File: config.mk
export PLATFORM = sky130hd
export DESIGN_NAME = psm_peak_monitor
export DESIGN_NICKNAME = d
export VERILOG_FILES = /design/src/psm_pkg.sv /design/src/psm_peak_monitor.sv
export SDC_FILE = /design/constraint.sdc
export NUM_CORES = 1
export LEC_CHECK = 0
export BUFFER_PORTS_ARGS = -buffer_cell sky130_fd_sc_hd__buf_2
export CAP_MARGIN = 20
export CORE_MARGIN = 10
export CORE_UTILIZATION = 52
export CTS_CLUSTER_DIAMETER = 30
export DETAILED_ROUTE_END_ITERATION = 16
export GPL_TIMING_DRIVEN = 0
export PLACE_DENSITY_LB_ADDON = 0.25
export SLEW_MARGIN = 15
export SYNTH_ARGS = -nofsm -noshare
export SYNTH_HDL_FRONTEND = slang
export SYNTH_SLANG_ARGS = --single-unit
File: constraint.sdc
create_clock -name clk_sys -period 4.16 [get_ports clk_sys]
set_input_delay 0.832 -clock clk_sys [delete_from_list [all_inputs] [get_ports clk_sys]]
set_output_delay 0.832 -clock clk_sys [all_outputs]
set_load 0.01 [all_outputs]
File: src/psm_pkg.sv
package psm_pkg;

  // register offsets in the memory map
  localparam logic [11:0] PSM_ADDR_CONTROL     = 12'h0270;
  localparam logic [11:0] PSM_ADDR_PERIOD_LO   = 12'h0271;
  localparam logic [11:0] PSM_ADDR_PERIOD_MID  = 12'h0272;
  localparam logic [11:0] PSM_ADDR_PERIOD_HI   = 12'h0273;
  localparam logic [11:0] PSM_ADDR_PEAK_LO     = 12'h0274;
  localparam logic [11:0] PSM_ADDR_PEAK_HI     = 12'h0275;
  localparam logic [11:0] PSM_ADDR_LINK_EN_A   = 12'h0279;
  localparam logic [11:0] PSM_ADDR_LINK_EN_B   = 12'h027a;
  localparam logic [11:0] PSM_ADDR_CBIT_SEL_A  = 12'h0559;
  localparam logic [11:0] PSM_ADDR_CBIT_SEL_B  = 12'h055a;
  localparam logic [11:0] PSM_ADDR_CBIT_COUNT  = 12'h058f;

  // field positions
  localparam int PSM_CTRL_PEAK_EN_BIT  = 1;
  localparam int PSM_LINK_EN_B_BIT     = 1;
  localparam logic [1:0] PSM_LINK_EN_A_MASK = 2'h3;

  // widths
  localparam int PSM_PERIOD_W = 24;
  localparam int PSM_PEAK_W   = 13;
  localparam int PSM_FRAME_W  = 25;
  localparam int PSM_CBIT_MAX = 3;

  // reset values
  localparam logic [7:0]  PSM_REG_RESET    = 8'h00;
  localparam logic [23:0] PSM_PERIOD_RESET = 24'h00_0000;
  localparam logic [12:0] PSM_PEAK_RESET   = 13'h0000;

  // frame fields
  localparam logic [4:0] PSM_ID_SUBFRAME = 5'h01;   // start 0, identifier 0001
  localparam logic       PSM_START_BIT   = 1'b0;
  localparam logic [2:0] PSM_LSB_PAD     = 3'h0;
  localparam logic       PSM_IDLE_BIT    = 1'b1;

  // one converter sample with its strobe
  typedef struct packed {
    logic        valid;
    logic [13:0] data;
  } psm_sample_type;

  // transmitted word: sample with control bits below its lsb
  typedef struct packed {
    logic        valid;
    logic [16:0] word;
  } psm_word_type;

  // register access port
  typedef struct packed {
    logic        wr;
    logic        rd;
    logic [11:0] addr;
    logic [7:0]  wdata;
  } psm_reg_req_type;

endpackage

File: src/psm_peak_monitor.sv
`timescale 1ns/100ps
// Contract
// - 24-bit period sets measurement length
// - track magnitude only, 13-bit peak
// - control monitor_control bit 1 enables detection
// - load period, decrement per decimated sample
// - keep larger of magnitude and running max
// - seed running max with current sample
// - at count 1 copy peak to holding
// - reload timer, reseed max from next sample
// - link embed needs monitor_link_enable_a[1:0], monitor_link_enable_b[1]
// - control bits filled from msb downward
// - 25-bit frame, msb first, five subframes
// - start 0, id, peak nibbles, idle ones
// - control bits appended below sample lsb
module psm_peak_monitor
  import psm_pkg::*;
(
  input  wire logic            clk_sys,
  input  wire logic            reset,
  input  wire psm_sample_type  sample_in,
  input  wire psm_reg_req_type reg_req,
  output logic [7:0]           reg_rdata,
  output psm_word_type         word_out,
  output logic                 peak_update
);

  typedef enum logic [1:0] {
    PSM_TX_IDLE,
    PSM_TX_SEND
  } psm_tx_state_type;

  // magnitude of a signed sample, saturated to the peak width
  function automatic logic [PSM_PEAK_W-1:0] psm_mag(input logic [13:0] s);
    logic [13:0] a;
    a = s[13] ? 14'((~s) + 14'h0001) : s;
    psm_mag = a[13] ? {PSM_PEAK_W{1'b1}} : a[PSM_PEAK_W-1:0];
  endfunction

  logic [7:0]              control_r;
  logic [7:0]              link_en_a_r;
  logic [7:0]              link_en_b_r;
  logic [7:0]              cbit_sel_a_r;
  logic [7:0]              cbit_sel_b_r;
  logic [7:0]              cbit_count_r;
  logic [PSM_PERIOD_W-1:0] period_r;
  logic [PSM_PERIOD_W-1:0] timer_r;
  logic [PSM_PEAK_W-1:0]   run_max_r;
  logic [PSM_PEAK_W-1:0]   holding_r;
  logic                    seed_r;
  logic                    enabled_r;
  logic                    frame_pending_r;
  logic [PSM_FRAME_W-1:0]  shift_r;
  logic [4:0]              bit_cnt_r;
  psm_tx_state_type        tx_state_r;

  logic                    peak_en;
  logic                    link_en;
  logic [PSM_PEAK_W-1:0]   cur_mag;
  logic [PSM_PEAK_W-1:0]   cur_peak;
  logic                    period_end;
  logic                    mon_bit;
  logic [PSM_CBIT_MAX-1:0] cbits;

  // decoded enables and running comparison
  assign peak_en    = control_r[PSM_CTRL_PEAK_EN_BIT];
  assign link_en    = ((link_en_a_r[1:0] & PSM_LINK_EN_A_MASK) == PSM_LINK_EN_A_MASK)
                      && link_en_b_r[PSM_LINK_EN_B_BIT];
  assign cur_mag    = psm_mag(sample_in.data);
  assign cur_peak   = (seed_r || cur_mag > run_max_r) ? cur_mag : run_max_r;
  assign period_end = enabled_r && sample_in.valid && (timer_r <= 24'h00_0001);

  // register writes
  always_ff @(posedge clk_sys) begin
    if (reset) begin
      control_r    <= PSM_REG_RESET;
      link_en_a_r  <= PSM_REG_RESET;
      link_en_b_r  <= PSM_REG_RESET;
      cbit_sel_a_r <= PSM_REG_RESET;
      cbit_sel_b_r <= PSM_REG_RESET;
      cbit_count_r <= PSM_REG_RESET;
      period_r     <= PSM_PERIOD_RESET;
    end else if (reg_req.wr) begin
      case (reg_req.addr)
        PSM_ADDR_CONTROL:    control_r <= reg_req.wdata;
        PSM_ADDR_PERIOD_LO:  period_r[7:0] <= reg_req.wdata;
        PSM_ADDR_PERIOD_MID: period_r[15:8] <= reg_req.wdata;
        PSM_ADDR_PERIOD_HI:  period_r[23:16] <= reg_req.wdata;
        PSM_ADDR_LINK_EN_A:  link_en_a_r <= reg_req.wdata;
        PSM_ADDR_LINK_EN_B:  link_en_b_r <= reg_req.wdata;
        PSM_ADDR_CBIT_SEL_A: cbit_sel_a_r <= reg_req.wdata;
        PSM_ADDR_CBIT_SEL_B: cbit_sel_b_r <= reg_req.wdata;
        PSM_ADDR_CBIT_COUNT: cbit_count_r <= reg_req.wdata;
        default: ;
      endcase
    end
  end

  // register reads, one cycle after the strobe; unmapped reads give zero
  always_ff @(posedge clk_sys) begin
    if (reset) begin
      reg_rdata <= PSM_REG_RESET;
    end else if (reg_req.rd) begin
      case (reg_req.addr)
        PSM_ADDR_CONTROL:    reg_rdata <= control_r;
        PSM_ADDR_PERIOD_LO:  reg_rdata <= period_r[7:0];
        PSM_ADDR_PERIOD_MID: reg_rdata <= period_r[15:8];
        PSM_ADDR_PERIOD_HI:  reg_rdata <= period_r[23:16];
        PSM_ADDR_PEAK_LO:    reg_rdata <= holding_r[7:0];
        PSM_ADDR_PEAK_HI:    reg_rdata <= {3'h0, holding_r[12:8]};
        PSM_ADDR_LINK_EN_A:  reg_rdata <= link_en_a_r;
        PSM_ADDR_LINK_EN_B:  reg_rdata <= link_en_b_r;
        PSM_ADDR_CBIT_SEL_A: reg_rdata <= cbit_sel_a_r;
        PSM_ADDR_CBIT_SEL_B: reg_rdata <= cbit_sel_b_r;
        PSM_ADDR_CBIT_COUNT: reg_rdata <= cbit_count_r;
        default:             reg_rdata <= PSM_REG_RESET;
      endcase
    end
  end

  // period timer: loads on enable, counts samples, reloads at count 1
  always_ff @(posedge clk_sys) begin
    if (reset) begin
      enabled_r <= 1'b0;
      timer_r   <= PSM_PERIOD_RESET;
    end else begin
      enabled_r <= peak_en;
      if (peak_en && !enabled_r) begin
        timer_r <= period_r;
      end else if (period_end) begin
        timer_r <= period_r;
      end else if (enabled_r && sample_in.valid) begin
        timer_r <= timer_r - 24'h00_0001;
      end
    end
  end

  // running maximum, seeded by the first sample of each period
  always_ff @(posedge clk_sys) begin
    if (reset) begin
      run_max_r <= PSM_PEAK_RESET;
      seed_r    <= 1'b1;
    end else if (!enabled_r) begin
      seed_r    <= 1'b1;
    end else if (sample_in.valid) begin
      run_max_r <= cur_peak;
      seed_r    <= period_end;
    end
  end

  // holding register and its update pulse
  always_ff @(posedge clk_sys) begin
    if (reset) begin
      holding_r   <= PSM_PEAK_RESET;
      peak_update <= 1'b0;
    end else begin
      peak_update <= period_end;
      if (period_end) begin
        holding_r <= cur_peak;
      end
    end
  end

  // serial frame: pending flag is set by a new result, set wins over the load
  always_ff @(posedge clk_sys) begin
    if (reset) begin
      tx_state_r      <= PSM_TX_IDLE;
      frame_pending_r <= 1'b0;
      shift_r         <= {PSM_FRAME_W{PSM_IDLE_BIT}};
      bit_cnt_r       <= 5'h00;
    end else begin
      if (period_end) begin
        frame_pending_r <= 1'b1;
      end
      if (sample_in.valid) begin
        case (tx_state_r)
          PSM_TX_IDLE: begin
            if (frame_pending_r) begin
              shift_r <= {PSM_ID_SUBFRAME,
                          PSM_START_BIT, holding_r[12:9],
                          PSM_START_BIT, holding_r[8:5],
                          PSM_START_BIT, holding_r[4:1],
                          PSM_START_BIT, holding_r[0], PSM_LSB_PAD};
              bit_cnt_r  <= 5'(PSM_FRAME_W);
              tx_state_r <= PSM_TX_SEND;
              if (!period_end) begin
                frame_pending_r <= 1'b0;
              end
            end
          end
          PSM_TX_SEND: begin
            shift_r   <= {shift_r[PSM_FRAME_W-2:0], PSM_IDLE_BIT};
            bit_cnt_r <= bit_cnt_r - 5'h01;
            if (bit_cnt_r == 5'h01) begin
              tx_state_r <= PSM_TX_IDLE;
            end
          end
          default: tx_state_r <= PSM_TX_IDLE;
        endcase
      end
    end
  end

  // current monitor bit: frame msb while sending, idle one otherwise
  assign mon_bit = (tx_state_r == PSM_TX_SEND) ? shift_r[PSM_FRAME_W-1] : PSM_IDLE_BIT;

  // monitor stream takes the most significant control bit
  assign cbits = (link_en && cbit_count_r[1:0] != 2'h0)
                 ? {mon_bit, 2'h0} : 3'h0;

  // output word: sample with control bits appended below its lsb
  always_ff @(posedge clk_sys) begin
    if (reset) begin
      word_out <= '0;
    end else begin
      word_out.valid <= sample_in.valid;
      word_out.word  <= {sample_in.data, cbits};
    end
  end

endmodule // psm_peak_monitor

# --- Word level (Yosys, flattened, before mapping) ---
# Cells that the tools add are included.
totals:
  inputBits: 39
  register_bits: 184
op_classes:
  n_bitwise: 3
  n_addsub: 3
  eq_ne: 16
  muxes: 20
  magnitude_cmp: 2
  reduce_logical: 25
ops:
  columns: ["cell", "n"]
  rows:
  - ["12-bit by 10-bit equality test with 1-bit output, second input constant", 8]
  - ["8-bit one-hot mux with 11 select lines", 1]
  - ["24-bit two-way mux", 3]
  - ["25-bit one-hot mux with 2 select lines", 1]
  - ["12-bit by 11-bit equality test with 1-bit output, second input constant", 3]
  - ["13-bit two-way mux", 2]
  - ["25-bit two-way mux", 1]
  - ["24-bit by 1-bit <= comparator with 1-bit output, second input constant", 1]
  - ["24-bit by 1-bit subtractor with 24-bit output, second input constant", 1]
  - ["2-bit AND reduction", 10]
  - ["14-bit by 1-bit adder with 14-bit output, second input constant", 1]
  - ["14-bit two-way mux", 1]
  - ["14-bit NOT", 1]
  - ["13-bit greater-than comparator", 1]
  - ["5-bit one-hot mux with 2 select lines", 1]
  - ["1-bit two-way mux", 6]
  - ["3-bit AND reduction", 2]
  - ["5-bit by 1-bit equality test with 1-bit output, second input constant", 1]
  - ["1-bit logical AND", 5]
  - ["5-bit two-way mux", 1]
  - ["5-bit by 1-bit subtractor with 5-bit output, second input constant", 1]
  - ["2-bit two-way mux", 2]
  - ["2-bit != test, second input constant", 2]
  - ["2-bit one-hot mux with 2 select lines", 1]
  - ["other kinds (9)", 12]

# --- Depth between registers and ports, before layout ---
# Gate-level depths: netlist of run 1.
logic_depth:
  ltp_word: 7
  ltp_mapped: 14
  mapped_depth_nobuf: 13

# --- Least setup slack after synthesis of run 1 ---
# Ideal clock, no wire load.
synth_timing:
  kind: "input to register"
  start: "input port sample_in[1] (netlist bit)"
  end: "register holding_r[0]"
  arrival_ps: 3867
  slack_ps: 233
  t_required_ps: 4100
  n_path_buf: 1
  setup_ps: 60
  cell_stages: 14
  path_cell_list: "inv_1 > ha_1 > or3b_1 > or2_2 > nor4b_1 > nor3_1 > ha_1 > nand4_1 > or4_1 > a21oi_1 > a21oi_1 > clkbuf_1 > nor4b_2 > a311o_1"
synth_via:
  elab_chain_cells: 7
synth_rtl:
  columns: ["element", "line", "rtl"]
  rows:
  - ["start, declared", "psm_peak_monitor.sv:21", "input wire psm_sample_type sample_in,"]
  - ["14-bit NOT", "psm_peak_monitor.sv:36", "a = s[13] ? 14'((~s) + 14'h0001) : s;"]
  - ["14-bit by 1-bit adder with 14-bit output", "psm_peak_monitor.sv:36", null]
  - ["14-bit two-way mux *", "psm_peak_monitor.sv:36", null]
  - ["13-bit two-way mux *", "psm_peak_monitor.sv:37", "psm_mag = a[13] ? {PSM_PEAK_W{1'b1}} : a[PSM_PEAK_W-1:0];"]
  - ["13-bit greater-than comparator", "psm_peak_monitor.sv:70", "assign cur_peak = (seed_r || cur_mag > run_max_r) ? cur_mag : run_max_r;"]
  - ["1-bit logical OR", "psm_peak_monitor.sv:70", null]
  - ["13-bit two-way mux *", "psm_peak_monitor.sv:70", null]
  - ["end signal, assigned", "psm_peak_monitor.sv:159", "holding_r <= cur_peak;"]
  - ["end, declared", "psm_peak_monitor.sv:49", "logic [PSM_PEAK_W-1:0] holding_r;"]
# Every way passes the cells marked *; elsewhere a longest branch is shown, timed or not.
# A chain may end at the register's enable or synchronous reset.

# --- Worst setup path after layout of run 1 ---
layout_timing:
  start: "input port sample_in[1] (netlist bit)"
  end: "register holding_r[12]"
# Same word-level chain as after synthesis.

==> results.py, run 1 <==
metrics = {
    "yosys": {
        "ys.flop_type": "sky130_fd_sc_hd__dfxtp_1",
        "synthesis.area_sq_um": 8920,
        "synth_sequential_area_ratio_pct": 40.6,
        "synthesized_area_fraction_occupied_by_ao_oa_aoi_and_oai_cells_pct": 17.5,
        "syn-mean-instance-area_sq_um": 8.55,
        "synth_warnings": 0,
        "synth-simple-area-share_pct": 22.5,
        "share_of_synthesized_cell_area_in_full_adder_half_adder_and_majority_cells_pct": 2.52,
        "synth_top_area_share_pct": 40.6,
        "synth.mux.area_fraction_pct": 11.0,
        "synth_top_family_by_area": "simple AND/OR/NAND/NOR gates",
        "synth_cell_types": 85,
        "synth_area_leaders": "sky130_fd_sc_hd__dfxtp_1 (41%), sky130_fd_sc_hd__mux2i_1 (9.1%), sky130_fd_sc_hd__nor2_1 (4.6%)",
        "post_synthesis_instance_total": 1043,
        "ys_async_sr_fraction_pct": 0,
        "yosys_register_bits": 181,
        "post_synth_xor_area_fraction_pct": 0.491,
        "synth_largest_area_cell": "sky130_fd_sc_hd__dfxtp_1",
        "synth_edf_count": 0,
    },
    "route": {
        "routed_wire_length_per_instance_microns": 19.6,
        "post-route-drc-count": 0,
        "detail_route.wirelength_microns": 26400,
        "drt_pass1_iterations": 6,
        "detail_route.vias_per_cell": 6.10,
        "via_count": 8220,
        "antenna_left": 0,
        "drt_iter0_drc": 834,
    },
    "sta": {
        "period_share_pct": 95.4,
        "final.hold.worst_slack_ns": 0.462,
        "worstMarginPinSlew_ns": 0.807,
        "max_freq_mhz": 252,
        "report.final.slew_viol_count": 0,
        "max_slew_margin_pct": 46.2,
        "final_setup_vio_count": 0,
        "clock_skew_ns": 0.00925,
        "final_hold_violation_count": 0,
        "grt_setup_unrepaired": "true",
        "min_period_ns": 3.97,
    },
    "floorplanning": {
        "floorplan.initialDensity_pct": 53.4,
        "floorplan.die_area_sq_um": 22800,
        "num_io_pins": 66,
        "chipWidth_microns": 151,
        "rows": 47,
        "floorplan.die.height_microns": 151,
        "core_area_sq_um": 16700,
    },
    "critical_path": {
        "start_kind": "primary input",
        "kind_of_critical_path": "in2reg",
        "worst-path-max-fanout": 10,
        "setup.reg_to_reg.worst_slack_ns": 1.70,
        "critical_path_arrival_ns": 4.29,
        "cp-end-kind": "flip-flop",
        "worstPathRequired_ns": 4.48,
    },
    "clock_tree": {
        "postCtsHoldBufs": 0,
        "clock_tree_from_tritoncts": "done",
        "clock-root-buffer": "sky130_fd_sc_hd__clkbuf_16",
        "cts.htree.levels": 4,
        "cts_inserted_buffers": 17,
        "worst_setup_hold_path_clk_slew_ns": 0.07,
        "cts_num_sinks": 181,
        "clk_latency_ns": 0.44,
        "clockBufferDepth": 2,
    },
    "power_and_ir_drop": {
        "switchingPower_mw": 0.904,
        "p_per_area_nw_per_um2": 354,
        "power.clock.fraction_pct": 45.0,
        "peakVddDrop_mv": 0.280,
        "power.leakage_nw": 3.85,
        "power.sequential.fraction_pct": 48.8,
        "combinationalPowerShare_pct": 6.2,
        "internal_power_consumption_mw": 2.67,
        "sw_frac_of_total_pct": 25.3,
    },
    "placement": {
        "last_weighted_congestion_value_of_the_routability_driven_placer": 0.940,
        "portBuffers": 51,
        "placed_cells": 1315,
        "dp_hpwl_microns": 19400,
    },
    "cells_and_area": {
        "antennaDiodeCount": 0,
        "final_layout_size_suffix_gt1_share_pct": 13.1,
        "nNetsFinal": 1172,
        "final-instance-count-excl-fill": 1348,
        "layout-area-overhead-vs-synth_pct": 13.0,
    },
    "run": {
        "cap_viol_max_count": 0,
    },
    "worst_hold_path": {
        "holdCritPathClass": "reg2reg",
    },
    "global_routing": {
        "largest_net_degree_at_the_start_of_global_routing": 18,
        "grt_pass1_wl_microns": 42000,
        "grt_pass1_vias": 7728,
        "global_route.overflow_total": 0,
        "grt_antenna_before_repair": 0,
        "grt_usage_pct": 23.3,
    },
    "status": {
        "status": "complete, no violations",
    },
}
[final timing paths]
kind	from	depth (start not counted)	to
max reg2reg	run_max_r[10]	9	holding_r[12]
max	sample_in[1]	15	holding_r[12]
min	cbit_count_r[5]	2	cbit_count_r[5]
min reg2reg	cbit_count_r[5]	2	cbit_count_r[5]
[critical path, stage by stage]
cell,delay [ns]
sky130_fd_sc_hd__buf_2,0.12
sky130_fd_sc_hd__inv_1,0.09
sky130_fd_sc_hd__ha_1,0.15
sky130_fd_sc_hd__or3b_1,0.44
sky130_fd_sc_hd__or2_2,0.34
sky130_fd_sc_hd__nor4b_2,0.26
sky130_fd_sc_hd__nor3_1,0.14
sky130_fd_sc_hd__ha_1,0.35
sky130_fd_sc_hd__nand4_1,0.15
sky130_fd_sc_hd__or4_1,0.56
sky130_fd_sc_hd__a21oi_2,0.19
sky130_fd_sc_hd__a21oi_1,0.08
sky130_fd_sc_hd__buf_2,0.25
sky130_fd_sc_hd__mux2i_2,0.24
sky130_fd_sc_hd__a21oi_1,0.10
[sequential cells by signal, summed over array words and instances, names as in the netlist, 13 cells and up]
register and count:
shift_r 25, run_max_r 13, holding_r 13, word_out 16, timer_r 24, period_r 24
[per-stage QoR]
stage,setup TNS [ns],utilization [%],area [sq um],power (mW),setup WS [ns]
final,0,60.4,10100,3.57,0.191
after floorplan,0,-,8920,1.91,0.233
after global placement,-5.46,56.6,9450,1.99,-0.316
after CTS,0,60.1,10000,3.58,0.0239
after detailed placement,-6.90,56.6,9450,1.99,-0.381
after global routing,-0.0215,60.4,10100,3.68,-0.0111
[timing repair]
action | 4_1_cts | 5_1_grt
gates resized for setup | 1 | 12
pin swaps | 0 | 0
setup buffers | 0 | 1
endpoints found under the setup margin | 1 | 24
[final cells by class]
type,count,area (sq um)
fill,1542,6620
multi-input combinational,754,4860
sequential,181,3620
clock buffer,18,439
buffer,79,367
tap,220,275
timing repair buffer,52,263
clock inverter,14,144
inverter,30,113
[synth_stat cells, types with 7 or more instances]
cell	count
sky130_fd_sc_hd__nor2_1	110
sky130_fd_sc_hd__mux2_2	11
sky130_fd_sc_hd__o21ai_0	41
sky130_fd_sc_hd__mux2i_1	81
sky130_fd_sc_hd__a21oi_1	58
sky130_fd_sc_hd__ha_1	18
sky130_fd_sc_hd__o21ai_1	10
sky130_fd_sc_hd__and3_1	7
sky130_fd_sc_hd__o311ai_1	7
sky130_fd_sc_hd__nand3_1	68
sky130_fd_sc_hd__clkbuf_1	52
sky130_fd_sc_hd__a22oi_1	28
sky130_fd_sc_hd__nor3_1	21
sky130_fd_sc_hd__buf_2	12
sky130_fd_sc_hd__inv_1	29
sky130_fd_sc_hd__a31oi_1	14
sky130_fd_sc_hd__or4_1	7
sky130_fd_sc_hd__buf_1	7
sky130_fd_sc_hd__a211oi_1	7
sky130_fd_sc_hd__nor2b_1	22
sky130_fd_sc_hd__nor4_1	8
sky130_fd_sc_hd__nand2_1	97
sky130_fd_sc_hd__nand2b_1	7
sky130_fd_sc_hd__o211ai_1	18
sky130_fd_sc_hd__nand4_1	12
sky130_fd_sc_hd__dfxtp_1	181
sky130_fd_sc_hd__or3_1	9
[per-layer routing]
layer / vias to the layer above / wire length (microns) / global-route usage, %
li1: 3929 / - / -
met3: 39 / 1920 / 4.27
met1: 3961 / 11600 / 31.7
met2: 291 / 12500 / 37.0
met4: 0 / 448 / 6.50
met5: - / 0 / 0
[cells by family after synthesis]
| logic type | Yosys count |
|---|---|
| XOR/XNOR | 5 |
| buffers and inverters | 109 |
| multiplexers | 94 |
| AND/OR/NAND/NOR | 401 |
| AO/OA/AOI/OAI | 234 |
| flip-flops | 181 |
| other | 1 |
| adder cells (fa/ha/maj) | 18 |
[layout by cell type (no fill, tap or decap), types with 6 or more instances in the layout]
| cell | instances |
|---|---|
| sky130_fd_sc_hd__a211oi_1 | 6 |
| sky130_fd_sc_hd__nor2_1 | 110 |
| sky130_fd_sc_hd__ha_1 | 18 |
| sky130_fd_sc_hd__mux2i_1 | 78 |
| sky130_fd_sc_hd__o21ai_0 | 41 |
| sky130_fd_sc_hd__or3_1 | 9 |
| sky130_fd_sc_hd__o21ai_1 | 10 |
| sky130_fd_sc_hd__o22ai_1 | 6 |
| sky130_fd_sc_hd__buf_1 | 7 |
| sky130_fd_sc_hd__or4_1 | 7 |
| sky130_fd_sc_hd__dfxtp_1 | 181 |
| sky130_fd_sc_hd__and3_1 | 7 |
| sky130_fd_sc_hd__clkbuf_1 | 50 |
| sky130_fd_sc_hd__nor2b_1 | 22 |
| sky130_fd_sc_hd__o31ai_1 | 6 |
| sky130_fd_sc_hd__buf_2 | 65 |
| sky130_fd_sc_hd__inv_1 | 29 |
| sky130_fd_sc_hd__nand4_1 | 12 |
| sky130_fd_sc_hd__nand2b_1 | 7 |
| sky130_fd_sc_hd__a21oi_1 | 57 |
| sky130_fd_sc_hd__a22oi_1 | 28 |
| sky130_fd_sc_hd__mux2_2 | 11 |
| sky130_fd_sc_hd__o311ai_1 | 7 |
| sky130_fd_sc_hd__nand2_1 | 97 |
| sky130_fd_sc_hd__o211ai_1 | 18 |
| sky130_fd_sc_hd__nand3_1 | 68 |
| sky130_fd_sc_hd__nor4_1 | 8 |
| sky130_fd_sc_hd__clkbuf_16 | 17 |
| sky130_fd_sc_hd__a31oi_1 | 14 |
| sky130_fd_sc_hd__nor3_1 | 21 |
[power groups by stage]
stage / Sequential, mW / Combinational (mW) / Clock (mW)
floorplan: 1.79 / 0.121 / 0
global placement: 1.78 / 0.210 / 0
detailed placement: 1.78 / 0.213 / 0
CTS: 1.74 / 0.215 / 1.63
global route: 1.74 / 0.242 / 1.69
finish: 1.74 / 0.221 / 1.61
(Power assumes the default switching activity.)
==> inputs of run 2 (changes only) <==
Settings changed: BUFFER_PORTS_ARGS -buffer_cell sky130_fd_sc_hd__buf_2 to not set, DONT_BUFFER_PORTS set to 1.
==> run 2 against run 1 <==
  * Cell area fell by 3.0%
  * Register-to-register slack barely moved
  * Utilization fell by 1.8 points
  * Clock skew rose by 0.0045 ns
  * Maximum frequency rose by 2.3%
==> results.py, run 2 (synthesis gave the netlist of run 1 again) <==
metrics = {
    "sta": {
        "report.final.slew_viol_count": 0,
        "clock_skew_ns": 0.0138,
        "final_hold_violation_count": 0,
        "period_share_pct": 93.3,
        "max_slew_margin_pct": 44.1,
        "grt_setup_unrepaired": "false",
        "final_setup_vio_count": 0,
        "worstMarginPinSlew_ns": 0.839,
        "min_period_ns": 3.88,
        "max_freq_mhz": 258,
        "final.hold.worst_slack_ns": 0.461,
        "final.setup.tns_ns": 0,
    },
    "floorplanning": {
        "floorplan.initialDensity_pct": 53.4,
        "floorplan.die_area_sq_um": 22800,
        "chipWidth_microns": 151,
        "floorplan.die.height_microns": 151,
        "rows": 47,
        "num_io_pins": 66,
        "core_area_sq_um": 16700,
    },
    "power_and_ir_drop": {
        "p_per_area_nw_per_um2": 357,
        "fin_total_pwr_mw": 3.49,
        "peakVddDrop_mv": 0.323,
        "power.leakage_nw": 3.62,
    },
    "global_routing": {
        "grt_antenna_before_repair": 0,
        "grt_usage_pct": 23.3,
        "grt_pass1_vias": 7504,
        "grt_pass1_wl_microns": 41900,
        "global_route.overflow_total": 0,
        "largest_net_degree_at_the_start_of_global_routing": 19,
    },
    "route": {
        "detail_route.wirelength_microns": 26400,
        "antenna_left": 0,
        "post-route-drc-count": 0,
        "detail_route.vias_per_cell": 6.28,
        "drt_iter0_drc": 916,
        "via_count": 8140,
        "drt_pass1_iterations": 6,
        "routed_wire_length_per_instance_microns": 20.3,
    },
    "critical_path": {
        "critical_path.most_common_cell": "sky130_fd_sc_hd__a21oi_1",
        "cp-end-kind": "flip-flop",
        "worst_r2r_startpoint": "run_max_r[12]",
        "kind_of_critical_path": "in2reg",
        "worst_r2r_path_cells": 9,
        "worst-path-max-fanout": 10,
        "slowest_stage": "sky130_fd_sc_hd__or4_1",
        "worstPathRequired_ns": 4.49,
        "start_kind": "primary input",
        "timing.critical_path.depth": 14,
        "crit_path_cell_trace": "inv_1, ha_1, or3b_1, or2_2, nor4b_1, nor3_1, ha_1, nand4_1, or4_1, a21oi_1, a21oi_1, clkbuf_2, mux2i_1, a21oi_1",
        "crit_path_start": "sample_in[1]",
        "worst_path_largest_cell_delay_ns": 0.52,
        "critical_path_arrival_ns": 4.21,
        "worstPathBufferInverterCount": 2,
        "timing.critical_path.max_delay_family": "simple AND/OR/NAND/NOR gates",
    },
    "cells_and_area": {
        "layout-area-overhead-vs-synth_pct": 9.59,
        "final_common_cell": "sky130_fd_sc_hd__dfxtp_1",
        "nNetsFinal": 1120,
        "biggestRegsByFlops": "shift_r (25), period_r (24), timer_r (24)",
        "most-common-layout-cells": "sky130_fd_sc_hd__dfxtp_1 (181), sky130_fd_sc_hd__nor2_1 (110), sky130_fd_sc_hd__nand2_1 (97)",
        "stdcell_area_sq_um": 9780,
        "final_layout_size_suffix_gt1_share_pct": 8.46,
        "final_core_utilization_pct": 58.5,
        "top_register": "shift_r",
        "largest_register_ffs": 25,
    },
    "clock_tree": {
        "cts.htree.levels": 4,
        "cts_num_sinks": 181,
        "worst_setup_hold_path_clk_slew_ns": 0.07,
        "clock-root-buffer": "sky130_fd_sc_hd__clkbuf_16",
        "clk_latency_ns": 0.44,
        "clockBufferDepth": 2,
        "cts.repair_timing.setup_buffer_count": 0,
        "cts_inserted_buffers": 17,
        "clock_tree_from_tritoncts": "done",
    },
    "run": {
        "cap_viol_max_count": 0,
    },
    "status": {
        "status": "complete, no violations",
    },
    "worst_hold_path": {
        "min_delay_path_depth": 2,
        "holdCritPathClass": "reg2reg",
        "start_point_of_the_worst_min_delay_path": "cbit_count_r[7]",
    },
    "placement": {
        "placedInstanceArea_sq_um": 9200,
        "dp_hpwl_microns": 19100,
        "portBuffers": 0,
        "last_weighted_congestion_value_of_the_routability_driven_placer": 0.978,
    },
}
[run 2: repair_timing]
item | 4_1_cts | 5_1_grt
hold buffers | 0 | 0
endpoints found under the setup margin | 0 | 16
resized for setup | 0 | 5
[run 2: area by class of cell]
type,instances,area (sq um)
Fill cell,1496,6930
Multi-Input combinational cell,754,4830
Sequential cell,181,3620
Clock buffer,17,425
Buffer,79,367
Tap cell,220,275
Clock inverter,15,141
Inverter,30,113
Antenna cell,1,2.50
[run 2: power breakdown]
part           internal, mW  total, mW  switching (mW)
Sequential             1.74       1.75         0.00698
Clock                 0.791       1.56           0.771
Combinational        0.0506      0.182           0.131
[run 2: final timing paths]
path | slack, ns | endpoint
setup reg to reg | 1.70 | holding_r[12]
hold reg to reg | 0.46 | cbit_count_r[7]
hold / removal | 0.46 | cbit_count_r[7]
setup / recovery | 0.28 | holding_r[12]
[run 2: routing by layer]
layer / part of all wire [%] / routed length, microns / global-route usage [%] / vias to the layer above
li1: - / - / - / 3836
met1: 42 / 11000 / 30.2 / 3900
met3: 9.1 / 2410 / 6.15 / 53
met5: 0 / 0 / 0 / -
met4: 2.2 / 583 / 7.07 / 0
met2: 47 / 12400 / 37.2 / 351
[run 2: per-stage QoR]
stage / std cells / setup slack, ns
detailed placement: 1264 / -0.211
floorplan: 1044 / 0.233
global placement: 1264 / -0.198
CTS: 1296 / 0.217
finish: 1297 / 0.280
global route: 1296 / 0.00347
[run 2: tightest hold or removal path, stage by stage, from the launching register on]
cell,delay (ns)
sky130_fd_sc_hd__dfxtp_1,0.31
sky130_fd_sc_hd__nand2_1,0.05
sky130_fd_sc_hd__a21oi_1,0.05
==> inputs of run 3 (changes only) <==
Settings changed: CORE_UTILIZATION 52 to 45, RECOVER_POWER set to 50.
==> run 3 against run 2 <==
  * Final cell count up 3.4%
  * Register-to-register slack lost 0.19 ns
  * Clock power is 8% higher
  * Utilization decreased by 8.0 points
  * Maximum frequency shrank 2.2%
  * Non-clock buffer count stayed put
  * Flip-flop and latch count did not move
  * Via count decreased by 2.1%
  * Total power is 3.3% higher
  * Worst setup slack got worse by 0.085 ns
  * First-iteration DRC count is 28% lower
  * Critical path type unchanged
  * Critical endpoint is now holding_r[10]
==> results.py, run 3 (synthesis gave the netlist of run 1 again) <==
metrics = {
    "power_and_ir_drop": {
        "switchingPower_mw": 0.862,
        "combinationalPowerShare_pct": 5.1,
        "power.sequential.fraction_pct": 48.4,
        "peakVddDrop_mv": 0.246,
        "internal_power_consumption_mw": 2.74,
        "p_per_area_nw_per_um2": 366,
        "fin_total_pwr_mw": 3.61,
        "power.leakage_nw": 3.61,
        "power.clock.fraction_pct": 46.5,
        "sw_frac_of_total_pct": 23.9,
    },
    "critical_path": {
        "cp-end-kind": "flip-flop",
        "worst-path-max-fanout": 10,
        "crit_path_end": "holding_r[10]",
        "setup.reg_to_reg.worst_slack_ns": 1.51,
        "crit_path_start": "sample_in[1]",
        "start_kind": "primary input",
        "worst_r2r_path_cells": 7,
        "critical_path_arrival_ns": 4.28,
        "kind_of_critical_path": "in2reg",
        "crit-reg2reg-capture": "timer_r[2]",
        "worst_r2r_startpoint": "timer_r[16]",
        "worstPathRequired_ns": 4.48,
    },
    "route": {
        "detail_route.vias_per_cell": 5.95,
        "detail_route.wirelength_microns": 27200,
        "post-route-drc-count": 0,
        "routed_wire_length_per_instance_microns": 20.3,
        "drt_pass1_iterations": 5,
        "drt_iter0_drc": 661,
        "via_count": 7973,
        "antenna_left": 0,
    },
    "floorplanning": {
        "core_area_sq_um": 19500,
        "chipWidth_microns": 161,
        "num_io_pins": 66,
        "rows": 51,
        "floorplan.initialDensity_pct": 45.8,
        "floorplan.die_area_sq_um": 25900,
        "floorplan.die.height_microns": 161,
    },
    "global_routing": {
        "largest_net_degree_at_the_start_of_global_routing": 17,
        "grt_antenna_before_repair": 0,
        "global_route.overflow_total": 0,
        "grt_usage_pct": 20.9,
        "grt_pass1_vias": 7681,
        "grt_pass1_wl_microns": 43400,
    },
    "cells_and_area": {
        "largest_register_ffs": 25,
        "nNetsFinal": 1120,
        "stdcell_area_sq_um": 9840,
        "layout-area-overhead-vs-synth_pct": 10.4,
        "top_register": "shift_r",
        "final_common_cell": "sky130_fd_sc_hd__dfxtp_1",
        "antennaDiodeCount": 0,
        "most-common-layout-cells": "sky130_fd_sc_hd__dfxtp_1 (181), sky130_fd_sc_hd__nor2_1 (112), sky130_fd_sc_hd__nand2_1 (97)",
        "biggestRegsByFlops": "shift_r (25), period_r (24), timer_r (24)",
        "final_layout_size_suffix_gt1_share_pct": 7.71,
    },
    "placement": {
        "portBuffers": 0,
        "placedInstanceArea_sq_um": 9260,
        "dp_hpwl_microns": 19700,
        "last_weighted_congestion_value_of_the_routability_driven_placer": 0.953,
    },
    "sta": {
        "final_setup_vio_count": 0,
        "period_share_pct": 95.3,
        "min_period_ns": 3.97,
        "worstMarginPinSlew_ns": 0.918,
        "max_slew_margin_pct": 38.6,
        "max_freq_mhz": 252,
        "clock_skew_ns": 0.00998,
        "final_hold_violation_count": 0,
        "report.final.slew_viol_count": 0,
        "grt_setup_unrepaired": "true",
    },
    "clock_tree": {
        "cts_num_sinks": 181,
        "clk_latency_ns": 0.43,
        "clockBufferDepth": 2,
        "cts.htree.levels": 4,
        "cts.repair_timing.setup_buffer_count": 0,
        "worst_setup_hold_path_clk_slew_ns": 0.07,
        "clock_tree_from_tritoncts": "done",
        "clock-root-buffer": "sky130_fd_sc_hd__clkbuf_16",
        "cts_inserted_buffers": 17,
    },
    "worst_hold_path": {
        "holdCritPathClass": "reg2reg",
    },
    "run": {
        "cap_viol_max_count": 0,
    },
    "status": {
        "status": "complete, no violations",
    },
}
-- run 3: changes by cell type in the layout (fill, tap and decap cells not counted), sizes merged --
cell      delta
inv          -3
diode        -1
clkbuf      +10
clkinv       -3
clkinvlp     +1
bufinv       +3
buf          -8
-- run 3: timing repair --
action	4_1_cts	5_1_grt
gates resized for setup	0	6
hold buffers	0	0
endpoints found under the setup margin	0	13
-- run 3: power by group through the flow --
stage                     combinational, mW  sequential [mW]  clock, mW
after floorplan                       0.121             1.79          0
after global placement                0.177             1.79          0
after detailed placement              0.179             1.79          0
after CTS                             0.180             1.75       1.69
after global routing                  0.200             1.75       1.78
final                                 0.182             1.75       1.68
-- run 3: worst min-delay path by stage --
stage | from | endpoint | slack [ns] | cells after the start
floorplan | shift_r[19] | shift_r[19] | 0.43 | 2
global placement | cbit_count_r[5] | cbit_count_r[5] | 0.45 | 2
detailed placement | cbit_count_r[7] | cbit_count_r[7] | 0.45 | 2
CTS | cbit_count_r[7] | cbit_count_r[7] | 0.46 | 2
global route | cbit_count_r[5] | cbit_count_r[5] | 0.48 | 2
finish | cbit_count_r[7] | cbit_count_r[7] | 0.46 | 2
-- run 3: layer usage --
metal | global-route usage [%] | wire length [microns] | vias to the layer above
met2 | 33.2 | 12700 | 303
met1 | 27.5 | 11800 | 3828
met3 | 4.78 | 2090 | 44
li1 | - | - | 3798
met4 | 6.49 | 646 | 0
met5 | 0 | 0 | -
-- run 3: metrics by stage --
stage | TNS (ns) | utilization, % | setup slack (ns) | std cells | hold WS, ns
floorplan | 0 | - | 0.233 | 1044 | 0.434
global placement | -2.82 | 47.6 | -0.229 | 1309 | 0.449
detailed placement | -4.06 | 47.6 | -0.287 | 1309 | 0.451
CTS | 0 | 50.7 | 0.152 | 1341 | 0.460
global route | -0.0763 | 50.6 | -0.0514 | 1341 | 0.477
finish | 0 | 50.6 | 0.194 | 1341 | 0.459
-- run 3: worst max-delay path: stages --
cell and delay [ns]:
sky130_fd_sc_hd__inv_1 0.08, sky130_fd_sc_hd__ha_1 0.15, sky130_fd_sc_hd__or3b_1 0.44, sky130_fd_sc_hd__or2_2 0.33, sky130_fd_sc_hd__nor4b_1 0.29, sky130_fd_sc_hd__nor3_1 0.15, sky130_fd_sc_hd__ha_1 0.35, sky130_fd_sc_hd__nand4_1 0.13
sky130_fd_sc_hd__or4_1 0.53, sky130_fd_sc_hd__a21oi_1 0.26, sky130_fd_sc_hd__a21oi_1 0.10, sky130_fd_sc_hd__clkbuf_2 0.26, sky130_fd_sc_hd__mux2i_2 0.29, sky130_fd_sc_hd__a21oi_1 0.11
-- run 3: final cells by class --
| class | instances | area, sq um |
|---|---|---|
| Clock buffer | 19 | 433 |
| Buffer | 79 | 360 |
| Tap cell | 265 | 332 |
| Sequential cell | 181 | 3620 |
| Fill cell | 1848 | 9620 |
| Inverter | 30 | 113 |
| Multi-Input combinational cell | 754 | 4810 |
| Clock inverter | 13 | 170 |
